--- src/common/crce_pkg.sv ---
// Shared constants and types for the checksum engine.
// Assumes a 32-bit AXI4-Lite register bus and a single system clock.
package crce_pkg;

  // ==========================================================
  // Register offsets (byte addresses)
  localparam logic [3:0] OFF_MODE = 4'h0;
  localparam logic [3:0] OFF_SUM  = 4'h4;   // Write loads seed, read gives sum
  localparam logic [3:0] OFF_DATA = 4'h8;   // Write-only data port
  localparam logic [3:0] OFF_STAT = 4'hc;

  // ==========================================================
  // Mode register fields
  localparam int MODE_POLY_LO = 0;
  localparam int MODE_POLY_HI = 1;
  localparam int MODE_IN_RVS  = 2;
  localparam int MODE_IN_CMP  = 3;
  localparam int MODE_OUT_RVS = 4;
  localparam int MODE_OUT_CMP = 5;
  localparam int MODE_W       = 6;
  localparam logic [MODE_W-1:0] MODE_RST = 6'h00;

  // Status register fields
  localparam int STAT_BUSY = 0;
  localparam int STAT_FULL = 1;

  // ==========================================================
  // Polynomial selection codes and generator values
  localparam logic [1:0]  POLY_CCITT   = 2'h0;
  localparam logic [1:0]  POLY_CRC16   = 2'h1;
  localparam logic [1:0]  POLY_CRC32   = 2'h2;
  localparam logic [15:0] GEN_CCITT    = 16'h1021;
  localparam logic [15:0] GEN_CRC16    = 16'h8005;
  localparam logic [31:0] GEN_CRC32    = 32'h04c11db7;
  localparam logic [31:0] ACC_RST      = 32'h00000000;

  // ==========================================================
  // AXI response codes
  localparam logic [1:0] RESP_OKAY   = 2'h0;
  localparam logic [1:0] RESP_SLVERR = 2'h2;

  // One queued data write: the word and the byte lanes it carries
  typedef struct packed {
    logic [31:0] data;
    logic [3:0]  strb;
  } crce_entry_s;

endpackage

--- src/logic/crce_fifo.sv ---
// Small synchronous FIFO with valid/ready on both sides and a flush.
// Assumes one clock and a synchronous active-low reset.
`timescale 1ns/100ps
module crce_fifo #(
  parameter int WIDTH = 36,
  parameter int DEPTH = 4
) (
  input  wire logic             aclk,
  input  wire logic             aresetn,
  input  wire logic             flush,
  input  wire logic             in_valid,
  output logic                  in_ready,
  input  wire logic [WIDTH-1:0] in_data,
  output logic                  out_valid,
  input  wire logic             out_ready,
  output logic      [WIDTH-1:0] out_data
);

  localparam int PW = (DEPTH > 1) ? $clog2(DEPTH) : 1;

  // ==========================================================
  // Elaboration checks
  initial begin
    if (DEPTH < 2 || (DEPTH & (DEPTH - 1)) != 0) $error("DEPTH must be a power of two >= 2");
    if (WIDTH < 1) $error("WIDTH must be positive");
  end

  logic [WIDTH-1:0] mem_r [DEPTH];
  logic [PW-1:0]    wp_r;
  logic [PW-1:0]    rp_r;
  logic [PW:0]      cnt_r;
  logic             push;
  logic             pop;

  // Handshakes; full and empty come straight from the count
  assign in_ready  = (cnt_r != (PW+1)'(DEPTH));
  assign out_valid = (cnt_r != '0);
  assign out_data  = mem_r[rp_r];
  assign push      = in_valid && in_ready && !flush;
  assign pop       = out_valid && out_ready && !flush;

  // Storage array, no reset needed on data
  always_ff @(posedge aclk) begin
    if (push) begin
      mem_r[wp_r] <= in_data;
    end
  end

  // Pointers and occupancy
  always_ff @(posedge aclk) begin
    if (!aresetn || flush) begin
      wp_r  <= '0;
      rp_r  <= '0;
      cnt_r <= '0;
    end else begin
      if (push) wp_r <= wp_r + 1'b1;
      if (pop) rp_r <= rp_r + 1'b1;
      cnt_r <= cnt_r + (PW+1)'(push) - (PW+1)'(pop);
    end
  end

endmodule

--- src/logic/crce_top.sv ---
// Checksum engine with AXI4-Lite register access and a queued data port.
// Assumes a single 40 MHz clock, synchronous active-low reset, one master.
//
// Implementation choices: the register addresses and the AXI4-Lite slave port.
`timescale 1ns/100ps
module crce_top
  import crce_pkg::*;
#(
  parameter int ADDR_W     = 4,
  parameter int FIFO_DEPTH = 4
) (
  input  wire logic              aclk,
  input  wire logic              aresetn,
  input  wire logic [ADDR_W-1:0] s_axi_awaddr,
  input  wire logic              s_axi_awvalid,
  output logic                   s_axi_awready,
  input  wire logic [31:0]       s_axi_wdata,
  input  wire logic [3:0]        s_axi_wstrb,
  input  wire logic              s_axi_wvalid,
  output logic                   s_axi_wready,
  output logic [1:0]             s_axi_bresp,
  output logic                   s_axi_bvalid,
  input  wire logic              s_axi_bready,
  input  wire logic [ADDR_W-1:0] s_axi_araddr,
  input  wire logic              s_axi_arvalid,
  output logic                   s_axi_arready,
  output logic [31:0]            s_axi_rdata,
  output logic [1:0]             s_axi_rresp,
  output logic                   s_axi_rvalid,
  input  wire logic              s_axi_rready
);

  // ==========================================================
  // Elaboration checks
  initial begin
    if (ADDR_W < 4) $error("ADDR_W must be at least 4");
    if (FIFO_DEPTH < 2) $error("FIFO_DEPTH must be at least 2");
  end

  // ==========================================================
  // Helper functions
  function automatic logic [7:0] rev8(input logic [7:0] v);
    logic [7:0] r;
    for (int i = 0; i < 8; i++) r[i] = v[7-i];
    return r;
  endfunction

  function automatic logic [31:0] rev32(input logic [31:0] v);
    logic [31:0] r;
    for (int i = 0; i < 32; i++) r[i] = v[31-i];
    return r;
  endfunction

  // One byte step, most significant bit of the byte first
  function automatic logic [31:0] crc_byte(input logic [31:0] acc, input logic [7:0] b,
                                           input logic [1:0] sel);
    logic [31:0] c;
    logic        fb;
    c = acc;
    for (int i = 7; i >= 0; i--) begin
      if (sel == POLY_CRC32) begin
        fb = c[31] ^ b[i];
        c  = {c[30:0], 1'b0};
        if (fb) c = c ^ GEN_CRC32;
      end else begin
        fb = c[15] ^ b[i];
        c  = {16'h0000, c[14:0], 1'b0};
        if (fb) c = c ^ {16'h0000, (sel == POLY_CRC16) ? GEN_CRC16 : GEN_CCITT};
      end
    end
    return c;
  endfunction

  function automatic logic [31:0] strb_mask(input logic [3:0] s);
    return {{8{s[3]}}, {8{s[2]}}, {8{s[1]}}, {8{s[0]}}};
  endfunction

  // ==========================================================
  // State
  logic [MODE_W-1:0] mode_r;
  logic [31:0]       acc_r;
  logic [31:0]       cur_data_r;
  logic [3:0]        cur_mask_r;
  logic              aw_hold_r;
  logic              w_hold_r;
  logic [ADDR_W-1:0] waddr_r;
  logic [31:0]       wdata_r;
  logic [3:0]        wstrb_r;
  logic              bvalid_r;
  logic [1:0]        bresp_r;
  logic              rvalid_r;
  logic [31:0]       rdata_r;
  logic [1:0]        rresp_r;

  logic        wr_commit;
  logic        wr_data;
  logic        seed_wr;
  logic        fifo_in_ready;
  logic        fifo_out_valid;
  logic        fifo_out_ready;
  crce_entry_s fifo_out;
  crce_entry_s fifo_in;
  logic        ld;
  logic        step;
  logic [3:0]  low_oh;
  logic [3:0]  mask_after;
  logic [7:0]  raw_byte;
  logic [7:0]  byte_in;
  logic [31:0] acc_step;
  logic [31:0] sum_out;
  logic [31:0] seed_mask;
  logic [31:0] acc_rev;
  logic        is32;
  logic        busy;

  // ==========================================================
  // AXI4-Lite write channel
  assign s_axi_awready = !aw_hold_r && !bvalid_r;
  assign s_axi_wready  = !w_hold_r && !bvalid_r;
  assign s_axi_bvalid  = bvalid_r;
  assign s_axi_bresp   = bresp_r;

  // Data writes wait here while the queue is full, which stalls the feeder
  assign wr_data   = (waddr_r == ADDR_W'(OFF_DATA));
  assign wr_commit = aw_hold_r && w_hold_r && !bvalid_r && (!wr_data || fifo_in_ready);
  assign seed_wr   = wr_commit && (waddr_r == ADDR_W'(OFF_SUM));

  // Address and data are caught independently, in either order
  always_ff @(posedge aclk) begin
    if (!aresetn) begin
      aw_hold_r <= 1'b0;
      w_hold_r  <= 1'b0;
      waddr_r   <= '0;
      wdata_r   <= 32'h00000000;
      wstrb_r   <= 4'h0;
    end else begin
      if (s_axi_awvalid && s_axi_awready) begin
        aw_hold_r <= 1'b1;
        waddr_r   <= s_axi_awaddr;
      end else if (wr_commit) begin
        aw_hold_r <= 1'b0;
      end
      if (s_axi_wvalid && s_axi_wready) begin
        w_hold_r <= 1'b1;
        wdata_r  <= s_axi_wdata;
        wstrb_r  <= s_axi_wstrb;
      end else if (wr_commit) begin
        w_hold_r <= 1'b0;
      end
    end
  end

  // Write response, error for unmapped or read-only offsets
  always_ff @(posedge aclk) begin
    if (!aresetn) begin
      bvalid_r <= 1'b0;
      bresp_r  <= RESP_OKAY;
    end else if (wr_commit) begin
      bvalid_r <= 1'b1;
      bresp_r  <= (waddr_r == ADDR_W'(OFF_MODE) || waddr_r == ADDR_W'(OFF_SUM) || wr_data)
                  ? RESP_OKAY : RESP_SLVERR;
    end else if (s_axi_bready) begin
      bvalid_r <= 1'b0;
    end
  end

  // Mode register, byte lane 0 only
  always_ff @(posedge aclk) begin
    if (!aresetn) begin
      mode_r <= MODE_RST;
    end else if (wr_commit && waddr_r == ADDR_W'(OFF_MODE) && wstrb_r[0]) begin
      mode_r <= wdata_r[MODE_W-1:0];
    end
  end

  // ==========================================================
  // Data queue: decouples bus writes from the byte engine
  assign fifo_in.data = wdata_r;
  assign fifo_in.strb = wstrb_r;

  crce_fifo #(
    .WIDTH ($bits(crce_entry_s)),
    .DEPTH (FIFO_DEPTH)
  ) u_fifo (
    .aclk      (aclk),
    .aresetn   (aresetn),
    .flush     (seed_wr),
    .in_valid  (wr_commit && wr_data && (wstrb_r != 4'h0)),
    .in_ready  (fifo_in_ready),
    .in_data   (fifo_in),
    .out_valid (fifo_out_valid),
    .out_ready (fifo_out_ready),
    .out_data  (fifo_out)
  );

  // ==========================================================
  // Byte engine: lowest remaining lane first, one lane per cycle
  assign step       = (cur_mask_r != 4'h0);
  assign low_oh     = cur_mask_r & (~cur_mask_r + 4'h1);
  assign mask_after = cur_mask_r & ~low_oh;
  assign fifo_out_ready = (mask_after == 4'h0) && !seed_wr;
  assign ld         = fifo_out_valid && fifo_out_ready;
  assign is32       = (mode_r[MODE_POLY_HI:MODE_POLY_LO] == POLY_CRC32);
  assign busy       = step || fifo_out_valid;

  // Input byte selection and conditioning
  always_comb begin
    raw_byte = 8'h00;
    for (int i = 0; i < 4; i++) begin
      if (low_oh[i]) raw_byte = cur_data_r[8*i +: 8];
    end
    byte_in = mode_r[MODE_IN_RVS] ? rev8(raw_byte) : raw_byte;
    byte_in = mode_r[MODE_IN_CMP] ? ~byte_in : byte_in;
    acc_step = crc_byte(acc_r, byte_in, mode_r[MODE_POLY_HI:MODE_POLY_LO]);
  end

  // Current word: reload the next entry as the last byte goes in
  always_ff @(posedge aclk) begin
    if (!aresetn || seed_wr) begin
      cur_mask_r <= 4'h0;
      cur_data_r <= 32'h00000000;
    end else if (ld) begin
      cur_mask_r <= fifo_out.strb;
      cur_data_r <= fifo_out.data;
    end else begin
      cur_mask_r <= mask_after;
    end
  end

  // Seed lanes and mirrored sum as nets, so their halves can be sliced
  assign seed_mask = strb_mask(wstrb_r);
  assign acc_rev   = rev32(acc_r);

  // Accumulator: seed wins over a byte step in the same cycle
  always_ff @(posedge aclk) begin
    if (!aresetn) begin
      acc_r <= ACC_RST;
    end else if (seed_wr) begin
      acc_r <= is32 ? (wdata_r & seed_mask)
                    : {16'h0000, wdata_r[15:0] & seed_mask[15:0]};
    end else if (step) begin
      acc_r <= acc_step;
    end
  end

  // Presented sum, reversal and inversion kept inside the active width
  always_comb begin
    if (is32) begin
      sum_out = mode_r[MODE_OUT_RVS] ? rev32(acc_r) : acc_r;
      sum_out = mode_r[MODE_OUT_CMP] ? ~sum_out : sum_out;
    end else begin
      sum_out = mode_r[MODE_OUT_RVS] ? {16'h0000, acc_rev[31:16]} : acc_r;
      sum_out = mode_r[MODE_OUT_CMP] ? {16'h0000, ~sum_out[15:0]} : sum_out;
    end
  end

  // ==========================================================
  // AXI4-Lite read channel; reads have no side effects
  assign s_axi_arready = !rvalid_r;
  assign s_axi_rvalid  = rvalid_r;
  assign s_axi_rdata   = rdata_r;
  assign s_axi_rresp   = rresp_r;

  always_ff @(posedge aclk) begin
    if (!aresetn) begin
      rvalid_r <= 1'b0;
      rdata_r  <= 32'h00000000;
      rresp_r  <= RESP_OKAY;
    end else if (s_axi_arvalid && s_axi_arready) begin
      rvalid_r <= 1'b1;
      rresp_r  <= RESP_OKAY;
      if (s_axi_araddr == ADDR_W'(OFF_MODE)) begin
        rdata_r <= {{(32-MODE_W){1'b0}}, mode_r};
      end else if (s_axi_araddr == ADDR_W'(OFF_SUM)) begin
        rdata_r <= sum_out;
      end else if (s_axi_araddr == ADDR_W'(OFF_STAT)) begin
        rdata_r <= 32'h00000000;
        rdata_r[STAT_BUSY] <= busy;
        rdata_r[STAT_FULL] <= !fifo_in_ready;
      end else if (s_axi_araddr == ADDR_W'(OFF_DATA)) begin
        rdata_r <= 32'h00000000;
      end else begin
        rdata_r <= 32'h00000000;
        rresp_r <= RESP_SLVERR;
      end
    end else if (s_axi_rready) begin
      rvalid_r <= 1'b0;
    end
  end

  // ==========================================================
  // Assertions
  AST_SEED_LOAD: assert property (@(posedge aclk) disable iff (!aresetn)
    seed_wr && is32 && wstrb_r == 4'hf |=> acc_r == $past(wdata_r) && cur_mask_r == 4'h0)
    else $error("seed write did not reload the accumulator");

  AST_BYTE_ONE: assert property (@(posedge aclk) disable iff (!aresetn)
    $countones(cur_mask_r) == 1 && !seed_wr && !ld |=> cur_mask_r == 4'h0)
    else $error("single byte not finished in one cycle");

  AST_HALF_TWO: assert property (@(posedge aclk) disable iff (!aresetn)
    cur_mask_r == 4'h3 && !seed_wr ##1 !seed_wr && !ld |=> cur_mask_r == 4'h0)
    else $error("halfword not finished in two cycles");

  AST_WORD_ORDER: assert property (@(posedge aclk) disable iff (!aresetn)
    cur_mask_r == 4'hf && !seed_wr |=> cur_mask_r == 4'he ##1 cur_mask_r == 4'hc || seed_wr
      || $past(seed_wr))
    else $error("word bytes not taken lowest first");

  AST_IDLE_HOLD: assert property (@(posedge aclk) disable iff (!aresetn)
    !step && !seed_wr |=> $stable(acc_r))
    else $error("accumulator changed with no byte step");

  AST_NARROW_TOP: assert property (@(posedge aclk) disable iff (!aresetn)
    step && !seed_wr && !is32 |=> acc_r[31:16] == 16'h0000)
    else $error("16-bit remainder spilled into upper half");

  AST_READ_SUM: assert property (@(posedge aclk) disable iff (!aresetn)
    s_axi_arvalid && s_axi_arready && s_axi_araddr == ADDR_W'(OFF_SUM) && is32
      && mode_r[MODE_OUT_CMP] && !mode_r[MODE_OUT_RVS] |=> s_axi_rdata == ~$past(acc_r))
    else $error("sum read not inverted as selected");

  AST_FULL_STALL: assert property (@(posedge aclk) disable iff (!aresetn)
    aw_hold_r && w_hold_r && wr_data && !fifo_in_ready && !bvalid_r |=> !bvalid_r)
    else $error("data write answered while queue full");

endmodule

--- config.mk ---
export PLATFORM = sky130hd
export DESIGN_NAME = crce_top
export DESIGN_NICKNAME = d
export VERILOG_FILES = /design/src/common/crce_pkg.sv /design/src/logic/crce_fifo.sv /design/src/logic/crce_top.sv
export SDC_FILE = /design/constraint.sdc
export NUM_CORES = 1
export LEC_CHECK = 0
export ABC_AREA = 1
export BUFFER_PORTS_ARGS = -buffer_cell sky130_fd_sc_hd__buf_2
export CORE_ASPECT_RATIO = 1.2
export CORE_MARGIN = 3
export CORE_UTILIZATION = 50
export DETAILED_ROUTE_END_ITERATION = 7
export PLACE_DENSITY = 0.68
export REMOVE_ABC_BUFFERS = 1
export SETUP_SLACK_MARGIN = 0.3
export SYNTH_ARGS = -nofsm -noshare
export SYNTH_HDL_FRONTEND = slang
export SYNTH_SLANG_ARGS = --single-unit
export TNS_END_PERCENT = 1
--- constraint.sdc ---
create_clock -name aclk -period 4.1 [get_ports aclk]
set_input_delay 0.205 -clock aclk [delete_from_list [all_inputs] [get_ports aclk]]
set_output_delay 0.205 -clock aclk [all_outputs]
set_load 0.02 [all_outputs]
== Word level (Yosys, flattened, before mapping) ==
Memories as Yosys holds them, arrays and structs flattened. A register that Yosys moved wholly into a read port is not among the register bits.
Cells that the tools add are included.

* Reduce and logical (&&, ||, !) cells: 42
* Mux-type cells: 59
* Bitwise logic cells: 41
* Divide/modulo/power cells: 0
* Shifts and indexed selects: 0
* Add/sub/neg operators: 5
* Equal/unequal tests: 8
* Multiply operators: 0
* Magnitude comparators: 0

{| class="wikitable"
|+ Operator list
! kind !! count
|-
| $mux 32 || 18
|-
| $mux 27 || 8
|-
| $mux 16 || 9
|-
| $xor 16x16->16 || 8
|-
| $not 14->14 || 8
|-
| $mux 8 || 6
|-
| $and 32x32->32 || 1
|-
| $not 32->32 || 1
|-
| $logic_and 1x1->1 || 18
|-
| $and 16x16->16 || 1
|-
| $mux 2 || 8
|-
| $not 16->16 || 1
|-
| $xor 1x1->1 || 16
|-
| $eq 4x4->1 const B || 3
|-
| $logic_not 4->1 || 3
|-
| $reduce_bool 2->1 || 5
|-
| $mux 1 || 9
|-
| $and 4x4->4 || 2
|-
| $eq 4x3->1 const B || 2
|-
| $logic_not 1->1 || 8
|-
| $not 4->4 || 2
|-
| $not 8->8 || 1
|-
| $reduce_bool 4->1 || 2
|-
| $logic_or 1x1->1 || 5
|-
| other kinds (9) || 10
|}

* Bits in registers: 161
* Output and inout port bits: 41
* Memories kept: 1
* Input bits: 51
* Latch bits: 0
* ROM bits: 0
* RAM bits: 144
* Word-level logic and storage cells: 173

{| class="wikitable"
|+ Memories
! name !! words !! bits a word !! read ports !! clocked after Yosys merged registers in !! wr ports !! line !! RTL
|-
| u_fifo.mem_r || 4 || 36 || 1 || 1 || 1 || crce_fifo.sv:28 || <nowiki>logic [WIDTH-1:0] mem_r [DEPTH];</nowiki>
|}

== Longest topological paths before layout ==
Gate-level depths: netlist (run 1).

* Word-level depth: 36
* Depth in mapped cells: 30
* Gate-level depth less buffers: 30

== Hierarchy ==
From an unflattened synthesis (run 1), not the netlist that was laid out.

* Cells, all modules: 1739
* Area total of the unflattened synthesis: 14898.0 µm²

{| class="wikitable"
|+ Modules (own cells, without submodules)
! module !! cells each !! area an instance (µm²) !! instances !! sequential area each (µm²)
|-
| crce_top || 1319 || 8991.1 || 1 || 3042.9
|-
| crce_fifo || 420 || 5906.9 || 1 || 4504.3
|}

== Least setup slack after synthesis (run 1) ==
OpenSTA, ideal clock, no wires.

* Kind: register to register
* Start: reg wstrb_r[1]
* End: mem u_fifo.mem_r[0][0], enable pin
* Setup time: 429 ps
* Period minus slack after synthesis: 3013 ps
* Data required time: 3671 ps
* Path buffers: 1
* Cell stages (with the launch flop): 6
* Path slack: 1087 ps
* Data arrival time: 2583 ps
* Path through: dfxtp_1 clkbuf_1 nor2_1 nand3_1 nand4_1 nor2_1

* Longest elaborated chain between the ends: 6

{| class="wikitable"
|+ Ends and longest elaborated chain
! what !! line !! RTL
|-
| start, declared || crce_top.sv:88 || <nowiki>logic [3:0] wstrb_r;</nowiki>
|-
| start signal, assigned || crce_top.sv:146 || <nowiki>wstrb_r <= s_axi_wstrb;</nowiki>
|-
| $reduce_bool 4->1 || crce_top.sv:188 || <nowiki>.in_valid (wr_commit && wr_data && (wstrb_r != 4'h0)),</nowiki>
|-
| $logic_and 1x1->1 || crce_top.sv:188 ||
|-
| $logic_and 1x1->1 (2 in series) || crce_fifo.sv:39 || <nowiki>assign push = in_valid && in_ready && !flush;</nowiki>
|-
| $mux 1 || crce_fifo.sv:44 || <nowiki>if (push) begin</nowiki>
|-
| $mux 1 (not written as such) || crce_fifo.sv:45 || <nowiki>mem_r[wp_r] <= in_data;</nowiki>
|-
| end, declared || crce_fifo.sv:28 ||
|}

Every way passes these cells.

== Worst setup path in the final report (run 1) ==
* Start: reg cur_mask_r[0]
* End: reg acc_r[6]

* Longest elaborated chain between the ends: 36
* Elaborated cells on any way between the ends: 64
* Those cells by class: 1 x add/sub; 32 x mux; 29 x bitwise; 2 x reduce/logical

{| class="wikitable"
|+ Ends and longest elaborated chain
! what !! line !! RTL
|-
| start, declared || crce_top.sv:83 || <nowiki>logic [3:0] cur_mask_r;</nowiki>
|-
| start signal, assigned || crce_top.sv:223 || <nowiki>cur_mask_r <= fifo_out.strb;</nowiki>
|-
| start signal, assigned || crce_top.sv:226 || <nowiki>cur_mask_r <= mask_after;</nowiki>
|-
| $not 4->4 || crce_top.sv:199 || <nowiki>assign low_oh = cur_mask_r & (~cur_mask_r + 4'h1);</nowiki>
|-
| $add 4x1->4 || crce_top.sv:199 ||
|-
| $and 4x4->4 || crce_top.sv:199 ||
|-
| $mux 8 (4 in series) || crce_top.sv:210 || <nowiki>if (low_oh[i]) raw_byte = cur_data_r[8*i +: 8];</nowiki>
|-
| $mux 8 || crce_top.sv:212 || <nowiki>byte_in = mode_r[MODE_IN_RVS] ? rev8(raw_byte) : raw_byte;</nowiki>
|-
| $not 8->8 || crce_top.sv:213 || <nowiki>byte_in = mode_r[MODE_IN_CMP] ? ~byte_in : byte_in;</nowiki>
|-
| $mux 8 || crce_top.sv:213 ||
|-
| $xor 1x1->1, on equally long branches || crce_top.sv:66, crce_top.sv:62 ||
|-
| (+17 left out) || - ||
|-
| $xor 16x16->16 (tied with other cells) || crce_top.sv:68 || <nowiki>if (fb) c = c ^ {16'h0000, (sel == POLY_CRC16) ? GEN_CRC16 : GEN_CCITT};</nowiki>
|-
| $mux 16 / $mux 27 (equally long branches) || crce_top.sv:68, crce_top.sv:64 ||
|-
| $mux 32 || crce_top.sv:61 || <nowiki>if (sel == POLY_CRC32) begin</nowiki>
|-
| $xor 16x16->16 / $xor 1x1->1 (equally long branches) || crce_top.sv:68, crce_top.sv:66 ||
|-
| $mux 16 || crce_top.sv:68 ||
|-
| $mux 32 || crce_top.sv:61 ||
|-
| $mux 32 || crce_top.sv:241 || <nowiki>end else if (step) begin</nowiki>
|-
| $mux 32 || crce_top.sv:238 || <nowiki>end else if (seed_wr) begin</nowiki>
|-
| end signal, assigned || crce_top.sv:239 || <nowiki>acc_r <= is32 ? (wdata_r & seed_mask)</nowiki>
|-
| end signal, assigned || crce_top.sv:242 || <nowiki>acc_r <= acc_step;</nowiki>
|-
| end, declared || crce_top.sv:81 || <nowiki>logic [31:0] acc_r;</nowiki>
|}

Parallel ways exist; a longest one is shown, timed or not. The select of a mux whose other input is x is not followed.
A chain may end at the register's enable or synchronous reset.

==> metrics.md, run 1 <==
| Metric | Value |
|---|---|
| Status | complete, no violations |
| DRT Wirelength | 44.78 mm |
| Clock Tree Buf Depth | 3 |
| Mapped Area | 14700 sq um |
| Placer Congestion | 0.9908 |
| Synth Area in Adders | 0.6470% |
| CP max stage delay | 0.40 ns |
| Simple-gate share of the synthesized area | 17.65% |
| Setup crit end kind | flip-flop |
| Library cells used by synthesis | 57 |
| Crit path max fanout | 12 |
| Main combinational cell family by area after synthesis | compound AO/OA/AOI/OAI gates |
| Iteration-0 DRC Markers | 926 |
| Die ar. | 31490 sq um |
| First-pass DRT Iterations | 7 |
| Via density per instance | 5.622 |
| Yosys warning count | 0 |
| Final setup violation count | 0 |
| Worst Setup Path Type | flip-flop to flip-flop |
| Area growth syn-to-layout | 16.12% |
| Clock Latency Late Sink | 0.57 ns |
| Reg clk slew, reported paths | 0.07 ns |
| Critical path data required time | 4.57 ns |
| Post-route cell area | 17070 sq um |
| Worst hold start | s_axi_wdata[19] |
| Reg2reg end | acc_r[6] |
| Synth Instances | 1691 |
| Fin crit period | 3.535 ns |
| Relative slew slack | 28.47% |
| Wire per inst | 20.26 um |
| Most Crowded Layer GR | met2 |
| Port bufs | 89 |
| Layout fillers | 2539 |
| MaxCap Viol Count | 0 |
| Slew Limit Fails | 0 |
| Register area share after synthesis | 51.35% |
| Critical Path AT | 4.00 ns |
| Area after DPL | 15570 sq um |
| Most used DFF post-synth | dfxtp_1 |
| N_diodes | 0 |
| Routed Antenna Nets | 0 |
| Chip Height | 193.8 um |
| CTS tree | yes |
| Top Ports | 92 |
| Cell area power density | 660.6 nW/um^2 |
| Setup TNS | 0 ns |
| DRC | 0 |
| Largest net degree at the start of global routing | 73 |
| # H-tree levels | 1 |
| First-pass GRT wire length | 68.86 mm |
| R2R Setup Slk | 0.56 ns |
| Critical-path top delay cell | dfxtp_4 |
| Reg2reg start | cur_mask_r[0] |
| Fin. Hold Viols | 0 |
| Multi-input logic area | 6361 sq um |
| Final net count | 1859 |
| CP cell instances | nor2_4 > nand3_4 > inv_4 > nand2_1 > o2111ai_1 > nand3_1 > nand2_2 > xor2_4 > nand2_2 > o21ai_2 > xor2_1 > xor2_1 > o21ai_0 > a21oi_1 > o21ai_0 > a221oi_1 |
| Row count | 68 |
| Mux cell area share after synthesis | 0% |
| Total gr overflow | 0 |
| RSZ-0062 raised after global routing | true |
| Worst vdd ir | 439.7 uV |
| Hold depth | 3 |
| R2R depth | 16 |
| DIE WIDTH | 162.5 um |
| GRT Util Overall | 28.19% |
| Min-Delay Path Class | primary input to flip-flop |
| Met3 GRT Util | 3.526% |
| Vias in the first global route | 12020 |
| Synth Area in XOR/XNOR | 6.675% |
| CTS sink count | 305 |
| Buffer and inverter count on the worst path | 1 |
| Detailed-route via count | 12430 |
| Initial Util | 50.95% |
| Period utilization | 86.22% |
| CTS Root Cell | clkbuf_16 |
| Worst-Margin Slew | 1.070 ns |
| Crit path max-delay family | compound AO/OA/AOI/OAI gates |
| Post-synth EDFFs | 144 |
| Worst clock skew | 0.01652 ns |
| Core ar. | 28840 sq um |
| Most frequent cells in the layout | o21ai_0 (237), nand2_1 (217), nor2_1 (209) |
| Initial antenna violation count | 0 |
| Yosys reg bits | 305 |
| CP Launch Type | flip-flop |
| Fraction of registers with async set/reset | 0% |
| FMAX | 282.9 MHz |
| Sequential cell area | 7553 sq um |
| Number of buffers created by CTS | 30 |
| Ratio of cells with drive above 1 in the final layout | 15.45% |
| Pleak | 6.698 nW |
| Routing usage on met1 | 34.81% |
| Hold EP | wdata_r[19] |
| Compound-gate portion of the synthesized area | 17.66% |
| Met2 usage | 48.54% |
| Most common cell after layout, fill and taps aside | o21ai_0 |
| Synth Area per Inst | 8.691 sq um |
| DP HPWL | 31.08 mm |
[cells in the mapped netlist (2+ instances only)]
library cell,number,area [sq um]
o21ai_1,7,35.03
xor2_1,85,744.5
nand4_1,7,43.79
inv_1,115,431.7
a21oi_2,5,43.79
o211ai_1,14,105.1
clkbuf_1,75,281.5
dfxtp_1,161,3223
o21a_1,2,15.01
nand3_1,79,395.4
nor2_2,2,12.51
o311ai_0,2,17.52
o22ai_1,26,162.7
o211ai_2,2,25.02
a21boi_1,2,15.01
nand3_2,15,150.1
nand2_1,220,825.8
buf_6,2,22.52
nor3_1,8,40.04
nor2_4,5,56.30
o21ai_0,237,1186
a21oi_1,123,615.6
nand2_4,4,45.04
o21ai_2,3,26.28
xor2_4,4,110.1
ha_1,6,75.07
buf_4,4,30.03
o221ai_1,12,105.1
nand2_2,21,131.4
buf_2,3,15.01
clkinv_1,4,15.01
or2_2,6,37.54
nor2_1,213,799.5
xnor2_1,7,61.31
a221oi_1,4,35.03
xor2_2,4,65.06
edfxtp_1,144,4324
buf_1,11,41.29
inv_2,10,37.54
a31oi_1,20,125.1
[layout make-up]
class / instances / share of cell area, %
clock inverter: 20 / 1.129
timing repair buffer: 172 / 6.921
multi-input combinational: 1162 / 37.28
sequential: 305 / 44.26
clock buffer: 36 / 4.714
tap: 385 / 2.823
inverter: 130 / 2.874
[worst register-to-register path: stages (launching register included)]
cell,delay [ns]
dfxtp_4,0.40
nor2_4,0.21
nand3_4,0.11
inv_4,0.12
nand2_1,0.08
o2111ai_1,0.15
nand3_1,0.18
nand2_2,0.18
xor2_4,0.29
nand2_2,0.17
o21ai_2,0.14
xor2_1,0.24
xor2_1,0.34
o21ai_0,0.23
a21oi_1,0.17
o21ai_0,0.14
a221oi_1,0.27
[stage by stage]
stage | hold slack (ns) | power (mW) | cells | util, % | setup WS [ns]
floorplan | 0.3228 | 6.889 | 1597 | - | 0.2109
global route | 0.02277 | 11.97 | 2210 | 59.17 | 0.2965
global placement | 0.4486 | 8.326 | 2108 | 53.97 | 0.3218
CTS | 0.01781 | 11.16 | 2204 | 58.82 | 0.4056
detailed placement | 0.4513 | 8.341 | 2108 | 53.97 | 0.3332
finish | 0.02299 | 11.27 | 2210 | 59.17 | 0.5649
[cells by family after synthesis]
logic type | Yosys count
AO/OA/AOI/OAI | 468
AND/OR/NAND/NOR | 585
XOR/XNOR | 100
adder cells (fa/ha/maj) | 7
flip-flops | 305
other | 1
buffers and inverters | 225
[timing repair]
item | in CTS | in global routing
pin swaps | 0 | 3
buffers inserted | 0 | 6
hold endpoints to repair | 40 | 0
gates resized for setup | 1 | 13
hold buffers | 40 | 0
setup endpoints to repair | 1 | 9
[metal layers]
| metal | wire [um] | up-vias |
|---|---|---|
| met5 | 0 | - |
| met4 | 2424 | 0 |
| met3 | 2263 | 112 |
| met2 | 22360 | 398 |
| met1 | 17730 | 5938 |
| li1 | - | 5977 |
[flip-flops by register name (all words and copies together), names as in the netlist, 2 cells and up, named ones only]
register,cells
wdata_r,32
mode_r,6
u_fifo.mem_r,144
u_fifo.wp_r,2
s_axi_rdata,32
u_fifo.rp_r,2
cur_data_r,32
u_fifo.cnt_r,3
waddr_r,4
acc_r,32
cur_mask_r,4
wstrb_r,4
[how the worst max path moves through the flow]
stage                   from              end  slack (ns)  depth (start not counted)
2_1_floorplan     waddr_r[0]  u_fifo.cnt_r[2]        0.21                         16
3_3_place_gp   cur_mask_r[0]         acc_r[5]        0.32                         24
3_5_place_dp   cur_mask_r[0]         acc_r[6]        0.33                         22
4_1_cts        cur_mask_r[1]         acc_r[6]        0.41                         21
5_1_grt        cur_mask_r[0]         acc_r[6]        0.30                         21
6_report       cur_mask_r[0]         acc_r[6]        0.56                         16
[power by group]
| part | internal [mW] | switching, mW | total [mW] |
|---|---|---|---|
| combinational | 1.56 | 3.10 | 4.66 |
| sequential | 3.49 | 0.332 | 3.82 |
| clock | 1.60 | 1.19 | 2.79 |
| total | 6.64 | 4.63 | 11.3 |
Power figures use the tool's default switching activity.
==> run 2, diff against run 1 <==
- PLACE_DENSITY: 0.68 -> 0.71
==> run 2 against run 1 <==
Power rose by 0.13%. Final area barely moved. Clock power barely moved. Flip-flop and latch count did not move. Global-route usage rose by 0.39 points. First-iteration DRC count rose by 10%. Critical path depth rose by 11. Register-to-register slack barely moved. Largest power group unchanged.
==> metrics.md, run 2 (same netlist as run 1, synthesis figures left out) <==
| Metric | Value |
|---|---|
| N_diodes | 0 (unchanged) |
| Hold WS | 0.03105 ns (+0.008067 ns) |
| Final net count | 1854 (-0.27%) |
| Wire per inst | 20.83 um (+2.8%) |
| Via density per instance | 5.667 (+0.79%) |
| Initial Util | 50.95% (unchanged) |
| Final setup violation count | 0 (unchanged) |
| Pleak | 6.663 nW (-0.53%) |
| CTS tree | yes |
| Port bufs | 89 (unchanged) |
| Reg clk slew, reported paths | 0.07 ns (about the same) |
| Slew Limit Fails | 0 (unchanged) |
| Die ar. | 31490 sq um (unchanged) |
| Setup crit end kind | flip-flop |
| RSZ-0062 raised after global routing | false |
| Min-Delay Path Class | primary input to flip-flop |
| Layout fillers | 2522 (-0.67%) |
| MaxCap Viol Count | 0 (unchanged) |
| Sequential power share | 33.8% (about the same) |
| CP Launch Type | flip-flop |
| Most frequent cells in the layout | o21ai_0 (237), nand2_1 (218), nor2_1 (209) |
| CTS Root Cell | clkbuf_16 |
| Total gr overflow | 0 (unchanged) |
| Comb pwr share | 41.3% (about the same) |
| Worst clock skew | 0.009532 ns (-0.006985 ns) |
| Area growth syn-to-layout | 16.01% (about the same) |
| Relative slew slack | 27.33% (-1.1 points) |
| Hold depth | 4 (+1) |
| Setup TNS | 0 ns (unchanged) |
| Placer Congestion | 1.040 (+5.0%) |
| Clock Latency Late Sink | 0.56 ns (about the same) |
| Most common cell after layout, fill and taps aside | o21ai_0 |
| DP HPWL | 32.37 mm (+4.2%) |
| Post-placement cell count | 2105 (-0.14%) |
| Detailed-route via count | 12500 (+0.61%) |
| DRC | 0 (unchanged) |
| Row count | 68 (unchanged) |
| FMAX | 283.5 MHz (+0.20%) |
| Hold EP | s_axi_rdata[2] |
| Iteration-0 DRC Markers | 1022 (+10%) |
| GRT Util Overall | 28.57% (+0.39 points) |
| Final Power | 11.29 mW (+0.13%) |
| First-pass DRT Iterations | 5 (-2) |
| Fin crit period | 3.528 ns (-0.007143 ns) |
| Post-route cell area | 17050 sq um (about the same) |
| # H-tree levels | 1 (unchanged) |
| Critical Path AT | 4.03 ns (+0.03 ns) |
| Number of buffers created by CTS | 31 (+3.3%) |
| First-pass GRT wire length | 70.31 mm (+2.1%) |
| Chip Height | 193.8 um (unchanged) |
| Crit path max fanout | 12 (unchanged) |
| Top Ports | 92 (unchanged) |
| DIE WIDTH | 162.5 um (unchanged) |
| Clock power frac | 24.9% (+0.2 points) |
| Worst vdd ir | 571.5 uV (+30%) |
| Clock Tree Buf Depth | 3 (unchanged) |
| Sw Pwr | 4.674 mW (+0.95%) |
| R2R Setup Slk | 0.57 ns (about the same) |
| Worst Setup Path Type | flip-flop to flip-flop |
| Reg2reg end | acc_r[2] |
| Initial antenna violation count | 0 (unchanged) |
| Critical path data required time | 4.60 ns (+0.03 ns) |
| Fin. Hold Viols | 0 (unchanged) |
| Status | complete, no violations |
| Core ar. | 28840 sq um (unchanged) |
| Period utilization | 86.05% (-0.17 points) |
| Non-Filler Instances | 2206 (-0.18%) |
| R2R depth | 27 (+11) |
| Largest register by flop count | u_fifo.mem_r |
| Switch share | 41.41% (+0.34 points) |
| Reg2reg start | cur_mask_r[0] |
| Cell area power density | 662.0 nW/um^2 (+0.22%) |
| Largest net degree at the start of global routing | 73 (unchanged) |
| Area after DPL | 15580 sq um (about the same) |
| Internal power | 6.614 mW (-0.45%) |
| Ratio of cells with drive above 1 in the final layout | 14.66% (-0.79 points) |
| Worst hold start | s_axi_araddr[2] |
| Max reg flops | 144 (unchanged) |
| DRT Wirelength | 45.96 mm (+2.6%) |
| Worst-Margin Slew | 1.087 ns (+0.01704 ns) |
| Vias in the first global route | 12080 (+0.52%) |
| CTS sink count | 305 (unchanged) |
| Routed Antenna Nets | 0 (unchanged) |
## run 2: changes by cell type in the layout (fill, tap and decap cells not counted), sizes merged
cell / change
buf: -8
clkbuf: +4
clkinv: -2
dlygate4sd3: +2
## run 2: per-layer routing
layer	up-vias	part of all wire [%]	GRT usage (%)
met2	412	51	50.16
met4	0	4.3	11.25
met5	-	0	0
li1	5975	-	-
met3	97	5.4	2.842
met1	6017	40	36.13
## run 2: worst max-delay path, stage by stage (launching register included)
cell and delay [ns]:
dfxtp_4 0.40, nor2_4 0.21, nand3_4 0.13, inv_6 0.11
nand2_2 0.06, nand3_1 0.13, nand3_1 0.16, nand3_4 0.14
nand2_4 0.09, nor2_2 0.11, nand2_2 0.07, nand2_4 0.12
nand2_2 0.08, nand2_2 0.12, nand4_1 0.14, nand2_2 0.16
nand3_2 0.10, nand2_2 0.15, nand3_2 0.10, nand2_2 0.14
nand3_2 0.10, nand2_4 0.13, nand3_2 0.11, nand3_2 0.11
nand2_1 0.05, nand2_1 0.07, nand3_2 0.07, a21oi_2 0.11
## run 2: power by group through the flow
stage               Clock (mW)  Sequential, mW  Combinational (mW)
floorplan                    0            3.80                3.09
global placement             0            3.86                4.48
detailed placement           0            3.87                4.52
finish                    2.81            3.82                4.66
global route              2.95            3.84                5.12
CTS                       2.84            3.81                4.57
## run 2: how the worst max path moves through the flow
stage	startpoint	to	slack, ns	depth (start not counted)
after global routing	cur_mask_r[0]	acc_r[2]	0.29	28
after floorplan	waddr_r[0]	u_fifo.cnt_r[2]	0.21	16
after global placement	cur_mask_r[0]	acc_r[17]	0.39	27
final	cur_mask_r[0]	acc_r[2]	0.57	27
after detailed placement	cur_mask_r[0]	acc_r[17]	0.37	27
after CTS	cur_mask_r[0]	acc_r[17]	0.36	27
## run 2: area by class of cell
cell class                      instances  area, sq um  area share, %
Sequential cell                       305         7553          44.30
Multi-Input combinational cell       1162         6346          37.22
Timing Repair Buffer                  166         1179          6.913
Clock buffer                           40        819.5          4.807
Inverter                              130        493.0          2.892
Tap cell                              385        481.7          2.825
Clock inverter                         18        176.4          1.035
## run 2: what timing repair did
action | in CTS | in global routing
hold buffers | 41 | 1
hold endpoints to repair | 41 | 1
resized for setup | 0 | 11
buffers inserted | 0 | 1
setup endpoints to repair | 0 | 14
## run 2: stage by stage
stage          util (%)  setup WS (ns)
2_1_floorplan         -         0.2109
3_3_place_gp      54.02         0.3910
3_5_place_dp      54.02         0.3701
4_1_cts           58.90         0.3563
5_1_grt           59.11         0.2898
6_report          59.11         0.5721
